### src/rsf_pkg.sv
// rsf_pkg: offsets, field positions, reset values and timing for the
// reader status/test/fifo register group.
// assumes a 100 MHz system clock and a host access port on that clock.
package rsf_pkg;

  // -----------------------------------------------------------------
  // register offsets
  // -----------------------------------------------------------------
  localparam logic [4:0] ADDR_COLLISION_POSITION = 5'h0e;
  localparam logic [4:0] ADDR_SIGNAL_STRENGTH = 5'h0f;
  localparam logic [4:0] ADDR_RECEIVER_TEST = 5'h1a;
  localparam logic [4:0] ADDR_DECODER_TEST = 5'h1b;
  localparam logic [4:0] ADDR_FIFO_STATUS = 5'h1c;

  // -----------------------------------------------------------------
  // reset values
  // -----------------------------------------------------------------
  localparam logic [7:0] COLLISION_RESET = 8'h00;
  localparam logic [7:0] TEST_RESET = 8'h00;

  // -----------------------------------------------------------------
  // receiver_test_control fields
  // -----------------------------------------------------------------
  localparam int RT_KEYING_DECODER_IN = 7;
  localparam int RT_MOD_SUBCARRIER_OUT = 6;
  localparam int RT_DIRECT_MOD = 5;
  localparam int RT_STAGE_SELECT = 4;
  localparam int RT_SECOND_ATTEN = 3;
  localparam int RT_FIRST_ATTEN = 2;
  localparam int RT_FOLLOWER_TEST = 1;
  localparam int RT_GAIN_OBSERVE = 0;

  // -----------------------------------------------------------------
  // decoder_test_control fields
  // -----------------------------------------------------------------
  localparam int DT_RF_LEVEL_TEST = 7;
  localparam int DT_IO_TEST1 = 3;
  localparam int DT_IO_TEST0 = 2;
  localparam int DT_DECODER_TEST = 1;
  localparam int DT_CODER_FAST_CLOCK = 0;
  localparam logic [7:0] DT_WRITE_MASK = 8'h8f;

  // -----------------------------------------------------------------
  // signal_strength_osc_status and fifo_status fields
  // -----------------------------------------------------------------
  localparam int SS_OSC_STABLE = 6;
  localparam int FS_HIGH = 6;
  localparam int FS_LOW = 5;
  localparam int FS_OVERFLOW = 4;

  // -----------------------------------------------------------------
  // levels and timing
  // -----------------------------------------------------------------
  localparam logic [2:0] STRENGTH_MAX_STEP = 3'h7;
  localparam logic [3:0] FIFO_HIGH_LEVEL = 4'h9;
  localparam logic [3:0] FIFO_LOW_LEVEL = 4'h3;
  localparam int CLOCK_MHZ = 100;
  localparam int OSC_STABLE_US = 200;
  localparam int OSC_STABLE_CYCLES = OSC_STABLE_US * CLOCK_MHZ;

  typedef enum logic [2:0] {
    RSF_TEST_IDLE = 3'b001,
    RSF_TEST_ACTIVE = 3'b010,
    RSF_TEST_STOP = 3'b100
  } rsf_test_state_t;

endpackage

### src/rsf_peak_if.sv
// rsf_peak_if: one receive channel between the register group and its
// peak-level latch.
// assumes both ends share the system clock.
`timescale 1ns/1ps
interface rsf_peak_if;
  logic [2:0] level;
  logic capture;
  logic clear;
  logic [2:0] peak;

  modport ctrl (output level, output capture, output clear, input peak);
  modport latch (input level, input capture, input clear, output peak);
endinterface

### src/rsf_regs.sv
// rsf_regs: collision position, signal strength/oscillator, two test
// registers and fifo status of the contactless reader front end.
// assumes host accesses arrive as one-cycle strobes from the serial or
// parallel port logic on clock_i, and receiver/fifo state on clock_i.
`timescale 1ns/1ps
module rsf_regs
  import rsf_pkg::*;
#(
  parameter int OSC_CYCLES = OSC_STABLE_CYCLES
) (
  input wire logic clock_i,
  input wire logic rst_n_i,
  input wire logic ce_i,
  input wire logic enable_i,
  // host register port
  input wire logic [4:0] reg_addr_i,
  input wire logic reg_wr_i,
  input wire logic reg_rd_i,
  input wire logic [7:0] reg_wdata_i,
  output logic [7:0] reg_rdata_o,
  output logic reg_rvalid_o,
  // collision / error position
  input wire logic collision_evt_i,
  input wire logic [9:0] collision_pos_i,
  output logic [1:0] collision_position_high_bit_o,
  // receiver state and levels
  input wire logic rx_active_i,
  input wire logic tx_active_i,
  input wire logic swap_channels_i,
  input wire logic [2:0] first_receive_input_i,
  input wire logic [2:0] second_receive_input_i,
  input wire logic [2:0] agc_level_i,
  output logic strength_valid_o,
  // test routing
  input wire logic keying_select_pin_i,
  input wire logic demod_data_i,
  input wire logic rx_subcarrier_i,
  input wire logic tx_modulation_i,
  input wire logic stop_condition_i,
  output logic decoder_data_o,
  output logic modulation_pin_o,
  output logic modulation_pin_oe_o,
  output logic direct_modulation_rx_reset_o,
  output logic second_stage_select_o,
  output logic second_stage_attenuate_o,
  output logic first_stage_attenuate_o,
  output logic follower_test_o,
  output logic rf_level_test_o,
  output logic [1:0] io_test_o,
  output logic decoder_test_o,
  output logic coder_fast_clock_o,
  output logic test_mode_o,
  // fifo state
  input wire logic [3:0] fifo_count_i,
  input wire logic fifo_overflow_evt_i
);

  // -----------------------------------------------------------------
  // helpers
  // -----------------------------------------------------------------
  function automatic logic [2:0] clamp_step(input logic [2:0] lvl);
    clamp_step = (lvl > STRENGTH_MAX_STEP) ? STRENGTH_MAX_STEP : lvl;
  endfunction

  localparam int OSC_W = $clog2(OSC_CYCLES + 1);
  localparam logic [OSC_W-1:0] OSC_LAST = OSC_W'(OSC_CYCLES);

  // -----------------------------------------------------------------
  // state
  // -----------------------------------------------------------------
  logic [9:0] collision_reg;
  logic [7:0] rx_test_reg;
  logic [7:0] dec_test_reg;
  logic fifo_overflow_reg;
  logic strength_valid_reg;
  logic tx_active_d_reg;
  logic [OSC_W-1:0] osc_count_reg;
  logic osc_stable_reg;
  rsf_test_state_t test_state_reg;
  rsf_test_state_t test_state_next;
  logic [7:0] rdata_reg;
  logic rvalid_reg;
  logic decoder_data_reg;
  logic modulation_pin_reg;
  logic modulation_pin_oe_reg;
  logic [1:0] col_high_reg;

  // -----------------------------------------------------------------
  // decode
  // -----------------------------------------------------------------
  wire sel_collision = (reg_addr_i == ADDR_COLLISION_POSITION);
  wire sel_strength = (reg_addr_i == ADDR_SIGNAL_STRENGTH);
  wire sel_rx_test = (reg_addr_i == ADDR_RECEIVER_TEST);
  wire sel_dec_test = (reg_addr_i == ADDR_DECODER_TEST);
  wire sel_fifo = (reg_addr_i == ADDR_FIFO_STATUS);

  wire rd_collision = reg_rd_i && sel_collision;
  wire rd_fifo = reg_rd_i && sel_fifo;
  wire wr_rx_test = reg_wr_i && sel_rx_test;
  wire wr_dec_test = reg_wr_i && sel_dec_test;
  wire tx_start = tx_active_i && !tx_active_d_reg;

  // -----------------------------------------------------------------
  // collision position
  // -----------------------------------------------------------------
  // a new event in the read cycle survives the clear
  wire [9:0] collision_next = collision_evt_i ? collision_pos_i :
                              rd_collision ? {2'h0, COLLISION_RESET} :
                              collision_reg;

  // -----------------------------------------------------------------
  // signal strength channels
  // -----------------------------------------------------------------
  rsf_peak_if main_ch();
  rsf_peak_if aux_ch();

  // swap routes the first input to the auxiliary channel
  assign main_ch.level = clamp_step(swap_channels_i ? second_receive_input_i
                                                    : first_receive_input_i);
  assign aux_ch.level = clamp_step(swap_channels_i ? first_receive_input_i
                                                   : second_receive_input_i);
  assign main_ch.capture = rx_active_i;
  assign aux_ch.capture = rx_active_i;
  // enable low empties the peaks through the synchronous clear, never the async reset
  assign main_ch.clear = tx_active_i || !enable_i;
  assign aux_ch.clear = tx_active_i || !enable_i;

  rsf_peak_latch u_main_peak (
    .clock_i(clock_i),
    .rst_n_i(rst_n_i),
    .ce_i(ce_i),
    .port(main_ch.latch)
  );

  rsf_peak_latch u_aux_peak (
    .clock_i(clock_i),
    .rst_n_i(rst_n_i),
    .ce_i(ce_i),
    .port(aux_ch.latch)
  );

  wire [2:0] main_shown = rx_test_reg[RT_GAIN_OBSERVE] ? clamp_step(agc_level_i)
                                                        : main_ch.peak;
  wire [7:0] strength_word = {1'b0, osc_stable_reg, aux_ch.peak, main_shown};

  // valid from reception start until the next transmission starts
  wire strength_valid_next = tx_start ? 1'b0 :
                             (rx_active_i ? 1'b1 : strength_valid_reg);

  // -----------------------------------------------------------------
  // oscillator stable timer
  // -----------------------------------------------------------------
  // counts from reset release / enable; no real oscillator monitor here
  wire osc_done = (osc_count_reg == OSC_LAST);
  wire [OSC_W-1:0] osc_count_next = osc_done ? osc_count_reg
                                             : osc_count_reg + OSC_W'(1);

  // -----------------------------------------------------------------
  // test registers and test mode
  // -----------------------------------------------------------------
  wire test_bits_set = dec_test_reg[DT_DECODER_TEST] || dec_test_reg[DT_IO_TEST1]
                       || dec_test_reg[DT_IO_TEST0];
  wire [7:0] dec_test_clear_mask = ~((8'h1 << DT_DECODER_TEST) | (8'h1 << DT_IO_TEST1)
                                     | (8'h1 << DT_IO_TEST0));

  always_comb begin
    test_state_next = test_state_reg;
    case (test_state_reg)
      RSF_TEST_IDLE: begin
        if (test_bits_set) begin
          test_state_next = RSF_TEST_ACTIVE;
        end
      end
      RSF_TEST_ACTIVE: begin
        if (stop_condition_i) begin
          test_state_next = RSF_TEST_STOP;
        end
      end
      RSF_TEST_STOP: begin
        test_state_next = RSF_TEST_IDLE;
      end
      default: begin
        test_state_next = RSF_TEST_IDLE;
      end
    endcase
  end

  wire stop_clears = (test_state_reg == RSF_TEST_ACTIVE) && stop_condition_i;
  // a write in the stop cycle wins and lands whole; the clear of the test bits is dropped for that cycle
  wire [7:0] dec_test_next = wr_dec_test ? (reg_wdata_i & DT_WRITE_MASK) :
                             stop_clears ? (dec_test_reg & dec_test_clear_mask) :
                             dec_test_reg;

  // -----------------------------------------------------------------
  // fifo status
  // -----------------------------------------------------------------
  wire fifo_high = rx_active_i && (fifo_count_i >= FIFO_HIGH_LEVEL);
  wire fifo_low = tx_active_i && (fifo_count_i <= FIFO_LOW_LEVEL);
  wire [3:0] fifo_count_m1 = (fifo_count_i == 4'h0) ? 4'h0
                                                      : fifo_count_i - 4'h1;
  // overflow is sticky until read; an overflow in the read cycle wins
  wire fifo_overflow_next = fifo_overflow_evt_i ? 1'b1 :
                            rd_fifo ? 1'b0 : fifo_overflow_reg;
  wire [7:0] fifo_word = {1'b0, fifo_high, fifo_low, fifo_overflow_reg,
                          fifo_count_m1};

  // -----------------------------------------------------------------
  // read mux
  // -----------------------------------------------------------------
  wire [7:0] read_word = sel_collision ? collision_reg[7:0] :
                         sel_strength ? strength_word :
                         sel_rx_test ? rx_test_reg :
                         sel_dec_test ? dec_test_reg :
                         sel_fifo ? fifo_word : 8'h00;

  // -----------------------------------------------------------------
  // pin routing
  // -----------------------------------------------------------------
  logic keying_sync;

  rsf_sync3 u_keying_sync (
    .clock_i(clock_i),
    .rst_n_i(rst_n_i),
    .ce_i(ce_i),
    .async_i(keying_select_pin_i),
    .sync_o(keying_sync)
  );

  wire decoder_data_next = rx_test_reg[RT_KEYING_DECODER_IN] ? keying_sync
                                                             : demod_data_i;
  wire mod_sub_out = rx_test_reg[RT_MOD_SUBCARRIER_OUT];
  wire modulation_pin_next = mod_sub_out ? rx_subcarrier_i : tx_modulation_i;

  // -----------------------------------------------------------------
  // registers
  // -----------------------------------------------------------------
  // enable low acts as a synchronous clear of the register state in this block; the output stage flops are not cleared
  always_ff @(posedge clock_i or negedge rst_n_i) begin
    if (!rst_n_i) begin
      collision_reg <= 10'h000;
      rx_test_reg <= TEST_RESET;
      dec_test_reg <= TEST_RESET;
      fifo_overflow_reg <= 1'b0;
      strength_valid_reg <= 1'b0;
      tx_active_d_reg <= 1'b0;
      osc_count_reg <= '0;
      osc_stable_reg <= 1'b0;
      test_state_reg <= RSF_TEST_IDLE;
    end else if (ce_i) begin
      if (!enable_i) begin
        collision_reg <= 10'h000;
        rx_test_reg <= TEST_RESET;
        dec_test_reg <= TEST_RESET;
        fifo_overflow_reg <= 1'b0;
        strength_valid_reg <= 1'b0;
        tx_active_d_reg <= 1'b0;
        osc_count_reg <= '0;
        osc_stable_reg <= 1'b0;
        test_state_reg <= RSF_TEST_IDLE;
      end else begin
        collision_reg <= collision_next;
        if (wr_rx_test) begin
          rx_test_reg <= reg_wdata_i;
        end
        dec_test_reg <= dec_test_next;
        fifo_overflow_reg <= fifo_overflow_next;
        strength_valid_reg <= strength_valid_next;
        tx_active_d_reg <= tx_active_i;
        osc_count_reg <= osc_count_next;
        osc_stable_reg <= osc_done;
        test_state_reg <= test_state_next;
      end
    end
  end

  // output stage: every output straight from a flip-flop
  always_ff @(posedge clock_i or negedge rst_n_i) begin
    if (!rst_n_i) begin
      rdata_reg <= 8'h00;
      rvalid_reg <= 1'b0;
      decoder_data_reg <= 1'b0;
      modulation_pin_reg <= 1'b0;
      modulation_pin_oe_reg <= 1'b0;
      col_high_reg <= 2'h0;
    end else if (ce_i) begin
      rvalid_reg <= reg_rd_i;
      if (reg_rd_i) begin
        rdata_reg <= read_word;
      end
      decoder_data_reg <= decoder_data_next;
      modulation_pin_reg <= modulation_pin_next;
      modulation_pin_oe_reg <= enable_i;
      col_high_reg <= collision_next[9:8];
    end
  end

  assign reg_rdata_o = rdata_reg;
  assign reg_rvalid_o = rvalid_reg;
  assign collision_position_high_bit_o = col_high_reg;
  assign strength_valid_o = strength_valid_reg;
  assign decoder_data_o = decoder_data_reg;
  assign modulation_pin_o = modulation_pin_reg;
  assign modulation_pin_oe_o = modulation_pin_oe_reg;
  assign direct_modulation_rx_reset_o = rx_test_reg[RT_DIRECT_MOD];
  assign second_stage_select_o = rx_test_reg[RT_STAGE_SELECT];
  assign second_stage_attenuate_o = rx_test_reg[RT_SECOND_ATTEN];
  assign first_stage_attenuate_o = rx_test_reg[RT_FIRST_ATTEN];
  assign follower_test_o = rx_test_reg[RT_FOLLOWER_TEST];
  assign rf_level_test_o = dec_test_reg[DT_RF_LEVEL_TEST];
  assign io_test_o = {dec_test_reg[DT_IO_TEST1], dec_test_reg[DT_IO_TEST0]};
  assign decoder_test_o = dec_test_reg[DT_DECODER_TEST];
  assign coder_fast_clock_o = dec_test_reg[DT_CODER_FAST_CLOCK];
  // one-hot active bit, so the output is a plain flop
  assign test_mode_o = test_state_reg[1];

endmodule

### src/rsf_sync3.sv
// rsf_sync3: three-stage pin synchroniser; output changes only when the
// second and third stages agree.
// assumes an asynchronous input and a free-running clock.
`timescale 1ns/1ps
module rsf_sync3 (
  input wire logic clock_i,
  input wire logic rst_n_i,
  input wire logic ce_i,
  input wire logic async_i,
  output logic sync_o
);
  logic [2:0] stage_reg;
  logic out_reg;

  always_ff @(posedge clock_i or negedge rst_n_i) begin
    if (!rst_n_i) begin
      stage_reg <= 3'h0;
      out_reg <= 1'b0;
    end else if (ce_i) begin
      stage_reg <= {stage_reg[1:0], async_i};
      if (stage_reg[1] == stage_reg[2]) begin
        out_reg <= stage_reg[2];
      end
    end
  end

  assign sync_o = out_reg;
endmodule

### src/rsf_peak_latch.sv
// rsf_peak_latch: holds the highest envelope step seen while capturing.
// assumes level already clamped to the eight valid steps, 0 to 7.
`timescale 1ns/1ps
module rsf_peak_latch (
  input wire logic clock_i,
  input wire logic rst_n_i,
  input wire logic ce_i,
  rsf_peak_if.latch port
);
  logic [2:0] peak_reg;
  logic [2:0] peak_next;

  // clear wins so a new transmit always starts from zero
  assign peak_next = port.clear ? 3'h0 :
                     (port.capture && (port.level > peak_reg)) ? port.level : peak_reg;

  always_ff @(posedge clock_i or negedge rst_n_i) begin
    if (!rst_n_i) begin
      peak_reg <= 3'h0;
    end else if (ce_i) begin
      peak_reg <= peak_next;
    end
  end

  assign port.peak = peak_reg;
endmodule

### config.mk
export PLATFORM = sky130hd
export DESIGN_NAME = rsf_regs
export DESIGN_NICKNAME = d
export VERILOG_FILES = /design/src/rsf_pkg.sv /design/src/rsf_peak_if.sv /design/src/rsf_regs.sv /design/src/rsf_sync3.sv /design/src/rsf_peak_latch.sv
export SDC_FILE = /design/constraint.sdc
export NUM_CORES = 1
export LEC_CHECK = 0
export BUFFER_PORTS_ARGS = -buffer_cell sky130_fd_sc_hd__buf_2
export CAP_MARGIN = 5
export CORE_MARGIN = 4
export CORE_UTILIZATION = 35
export CTS_BUF_LIST = sky130_fd_sc_hd__clkbuf_2 sky130_fd_sc_hd__clkbuf_4 sky130_fd_sc_hd__clkbuf_8
export CTS_CLUSTER_DIAMETER = 100
export DETAILED_ROUTE_END_ITERATION = 7
export PLACE_DENSITY_LB_ADDON = 0.08
export SLEW_MARGIN = 20
export SYNTH_ARGS = -nofsm -noshare
export SYNTH_HDL_FRONTEND = slang
export SYNTH_SLANG_ARGS = --single-unit
### constraint.sdc
create_clock -name clock_i -period 3.07 [get_ports clock_i]
set_input_delay 0.4605 -clock clock_i [delete_from_list [all_inputs] [get_ports clock_i]]
set_output_delay 0.4605 -clock clock_i [all_outputs]
set_load 0.03 [all_outputs]
Word-level counts from Yosys, hierarchy flattened --
Cells that the tools add are included.
Cells by class: magnitude comparators 7, add/sub/neg operators 2, reduce and logical (&&, ||, !) cells 30, multiplexer cells 40, eq/ne operators 18
Operators by type and width (count):
- 2-to-1 mux 8 bit | 8
- 2-to-1 mux 3 bit | 13
- 2-to-1 mux 10 bit | 3
- 2-to-1 mux 15 bit | 2
- AND reduction 2 bit | 11
- adder 15 x 1 -> 15 bit, second input constant | 1
- equality test 15 bit, second input constant | 1
- equality test 5 bit, second input constant | 3
- != test 3 x 1 -> 1 bit, second input constant | 4
- equality test 5 x 4 -> 1 bit, second input constant | 2
- logical AND 1 bit | 10
- 2-to-1 mux 1 bit | 10
- > comparator 3 bit, second input constant | 3
- 2-to-1 mux 4 bit | 2
- 2-to-1 mux 7 bit | 1
- > comparator 3 bit | 2
- != test 3 bit, second input constant | 2
- one-hot mux 3 bit (2 select lines) | 1
- >= comparator 4 bit, second input constant | 1
- <= comparator 4 x 2 -> 1 bit, second input constant | 1
- logical NOT 4 bit | 1
- != test 2 x 1 -> 1 bit, second input constant | 2
- nonzero test 2 bit | 2
- subtractor 4 x 1 -> 4 bit, second input constant | 1
- other kinds (7) | 10
Word-level totals: input port bits 52, word-level logic and storage cells 118, bits in registers 72

Longest topological paths before layout --
depth after elaboration 7, depth in mapped cells 7, depth with buffers taken out 6

By module --
A second synthesis with hierarchy kept.
Unflattened totals: cell total of the unflattened synthesis 409, area, all modules 3854.9 um^2
By module, submodules not included:
- rsf_regs | cells each 345, area an instance 3205.6 um^2, seq. area each 1477.7 um^2, times used 1
- rsf_peak_latch | cells each 27, area an instance 246.5 um^2, seq. area each 75.1 um^2, times used 2
- rsf_sync3 | cells each 10, area an instance 156.4 um^2, seq. area each 100.1 um^2, times used 1

Worst setup path before layout --
OpenSTA, ideal clock, no wires.
path kind input-to-reg, start input port swap_channels_i, end register u_main_peak.peak_reg[0], in the netlist u_main_peak.port.peak[0], required time 2.990 ns, setup time 0.080 ns, cell stages on the path 7, slack 0.819 ns, arrival 2.170 ns, cell sequence clkbuf_1 mux2_2 ha_1 nor2b_1 o21a_1 o2111ai_1 mux2i_1
Between the ends: cells in the longest elaborated chain, start to end 7
Ends and longest elaborated chain:
- from (decl) | line rsf_regs.sv:29 | input wire logic swap_channels_i,
- 2-to-1 mux 3 bit (*) | line rsf_regs.sv:118 | assign main_ch.level = clamp_step(swap_channels_i ? second_receive_input_i
- > comparator 3 bit | line rsf_regs.sv:62 | clamp_step = (lvl > STRENGTH_MAX_STEP) ? STRENGTH_MAX_STEP : lvl;
- 2-to-1 mux 3 bit (*) | line rsf_regs.sv:62
- > comparator 3 bit | line rsf_peak_latch.sv:15 | (port.capture && (port.level > peak_reg)) ? port.level : peak_reg;
- logical AND 1 bit | line rsf_peak_latch.sv:15
- nonzero test 2 bit (no source line)
- AND reduction 2 bit (no source line)
- to (signal assigned) | line rsf_peak_latch.sv:21 | peak_reg <= peak_next;
- to (decl) | line rsf_peak_latch.sv:10 | logic [2:0] peak_reg;
Mark *: on every way between the ends. The rest lies on a longest branch, timed or not. The select of a mux whose other input is x is not followed. A chain may end at the register's enable or synchronous reset.

Final worst setup path --
Same ends and word-level chain as after synthesis.

==> metrics.yaml <==
clock_network:
  cts_tree: "built"
  cts_resized: 0
  cts_max_level: 3
  cts_setup_buffers: 0
  cts_buffers: 9
  cts.sinks: 69
  ctsHoldBuffers: 0
  clk_pin_slew_ns: 0.07
  cts-root-buf: "clkbuf_8"
  clockBufferDepth: 2
  clk_latency_ns: 0.35
place:
  place_ws_ns: 0.765
  io_buffers: 77
  place_congestion: 0.848
  hpwlAfterDp_um: 7970
worst_setup_path:
  cp_top_family: "multiplexers"
  path_class: "in2reg"
  cp-start-kind: "input pin"
  critPathBufInv: 1
  cp-end-kind: "flop"
  cp_cell_sequence: "buf_2 > mux2_2 > ha_1 > nor2b_1 > o21a_1 > o2111ai_1 > mux2i_1"
  crit_arrival_ns: 2.19
  critPathMaxStageDelay_ns: 0.38
  cp_max_fo: 6
  cp_slowest_cell: "o2111ai_1"
  cp.required_ns: 3.34
sta:
  tns_ns: 0
  layout_setup_ws_ns: 1.15
  setup_viol: 0
  fmax_mhz: 521
  hold_viol_final: 0
  clock_skew_ns: 0.00823
  timing.slew.headroom: 0.665
  fin_crit_sh: 0.626
  tightest_slew_ns: 0.502
  period_minus_slack_ns: 1.92
  grt_setup_unrepaired: "false"
  maxSlewViolCount: 0
routing:
  wl_um: 10700
  drc: 0
  ant_nets: 0
  vias: 3317
  vias_per_cell: 5.40
  first_iter_violations: 226
  wire_per_inst_um: 17.4
  drt-pass1-iter-count: 4
logic_synthesis:
  ys.flop_type: "dfrtp_1"
  synth-seq-area-share: 0.450
  syn_area_per_cell_um2: 9.57
  synthArstFlopShare: 1.00
  synth_cell_types: 63
  syn_nets: 461
  synth-edff-count: 0
  synth_area_leaders: "dfrtp_1 (44%), nand2_1 (4.8%), mux2i_1 (4.4%)"
  yosysTopAreaCellShare: 0.444
  ys_warn_count: 0
  ys_ff_latch: 69
  synthTopCellsByCount: "dfrtp_1 (68), nand2_1 (49), nor2_1 (22), inv_1 (20), nand3_1 (20)"
  yosysMostFrequentCell: "dfrtp_1"
  syn_area_um2: 3840
  yosysTopAreaCell: "dfrtp_1"
  synth_cells: 401
flow_run:
  drv_cap: 0
floorplanning:
  dieArea_um2: 12700
  die_w_um: 113
  core_um2: 10500
  start_util: 0.365
  die_height_um: 113
  io_pins: 78
  row_count: 37
finish:
  fin_nets: 533
  largest_reg_flops: 15
  area_delta_synth_final_pct: 19.1
  antenna_cells: 0
  drive_gt1_frac: 0.247
power_and_ir_drop:
  clkPwrFrac: 0.343
  power_per_cell_area_nw_per_um2: 514
  sw_frac_of_total: 0.310
  p_comb_frac: 0.194
  worst_ir_drop_vdd_uv: 213
  p_leak_nw: 2.09
  switchingPower_mw: 0.727
  sequentialPowerShare: 0.464
  p_int_mw: 1.62
  p_total_mw: 2.35
grt:
  grt_pass1_wl_um: 17700
  grt_max_degree: 70
  gr-total-overflow: 0
  grt_pass1_vias: 3348
  track_usage: 0.176
  grt_antenna_before_repair: 0
run_status:
  outcome: "finished, final reports clean"
worst_hold_path:
  hp-class: "in2async"
-- through the flow --
stage                     hold WS (ns)   util  cell area [µm²]  std cells
after global routing             0.128  0.435             4570        614
after global placement           0.458  0.414             4350        598
final                            0.106  0.435             4570        614
after detailed placement         0.467  0.414             4350        598
after floorplan                  0.165      -             3840        401
after CTS                        0.141  0.435             4570        614
-- layout make-up --
class | instances | area (µm²)
clock buffer | 13 | 173
clock inverter | 3 | 42.5
multi-input combinational | 291 | 1950
tap | 136 | 170
inverter | 20 | 75.1
sequential | 69 | 1730
timing repair buffer | 82 | 435
fill | 1047 | 5940
-- routing by layer --
| layer | track usage | routed length [µm] | vias up |
|---|---|---|---|
| li1 | - | - | 1621 |
| met3 | 0.0369 | 511 | 14 |
| met4 | 0.0625 | 164 | 0 |
| met1 | 0.249 | 5140 | 1602 |
| met2 | 0.266 | 4840 | 80 |
| met5 | 0 | 0 | - |
-- power by group through the flow --
stage                     clock network, mW  registers [mW]  logic, mW
after floorplan                           0            1.16      0.219
after global placement                    0            1.11      0.453
after detailed placement                  0            1.11      0.461
after CTS                             0.828            1.09      0.462
after global routing                  0.875            1.10      0.509
final                                 0.805            1.09      0.455
-- layout by cell type, fill, tap and decap left out, types with 12 or more instances in the layout --
| master | instances |
|---|---|
| a21oi_1 | 17 |
| buf_2 | 77 |
| clkbuf_8 | 12 |
| dfrtp_1 | 68 |
| inv_1 | 20 |
| mux2i_1 | 17 |
| nand2_1 | 49 |
| nand3_1 | 20 |
| nor2_1 | 22 |
| o21ai_0 | 19 |
-- cells by family (layout without fill, tap and decap cells) --
kind of cell / after synthesis / count (layout) / synth area share
simple gates: 152 / 152 / 0.211
compound gates: 99 / 99 / 0.187
flops: 69 / 69 / 0.450
buf+inv: 41 / 118 / 0.0424
mux: 24 / 24 / 0.0649
fa+ha+maj: 8 / 8 / 0.0261
xor+xnor: 8 / 8 / 0.0183
-- path summary, 6_finish.rpt --
check / start / to / slack (ns) / cells past startpoint
worst max-delay path: swap_channels_i / u_main_peak.port.peak[0] / 1.15 / 7
worst min-delay path: rst_n_i / strength_valid_o / 0.11 / 2
worst max register to register: u_aux_peak.port.peak[1] / u_aux_peak.port.peak[1] / 1.33 / 6
worst min register to register: reg_rdata_o[5] / reg_rdata_o[5] / 0.48 / 2
max in group asynchronous: rst_n_i / osc_count_reg[5] / 2.61 / 2
min in group clock_i: collision_pos_i[4] / collision_reg[4] / 0.33 / 2
(Power assumes the default switching activity.)
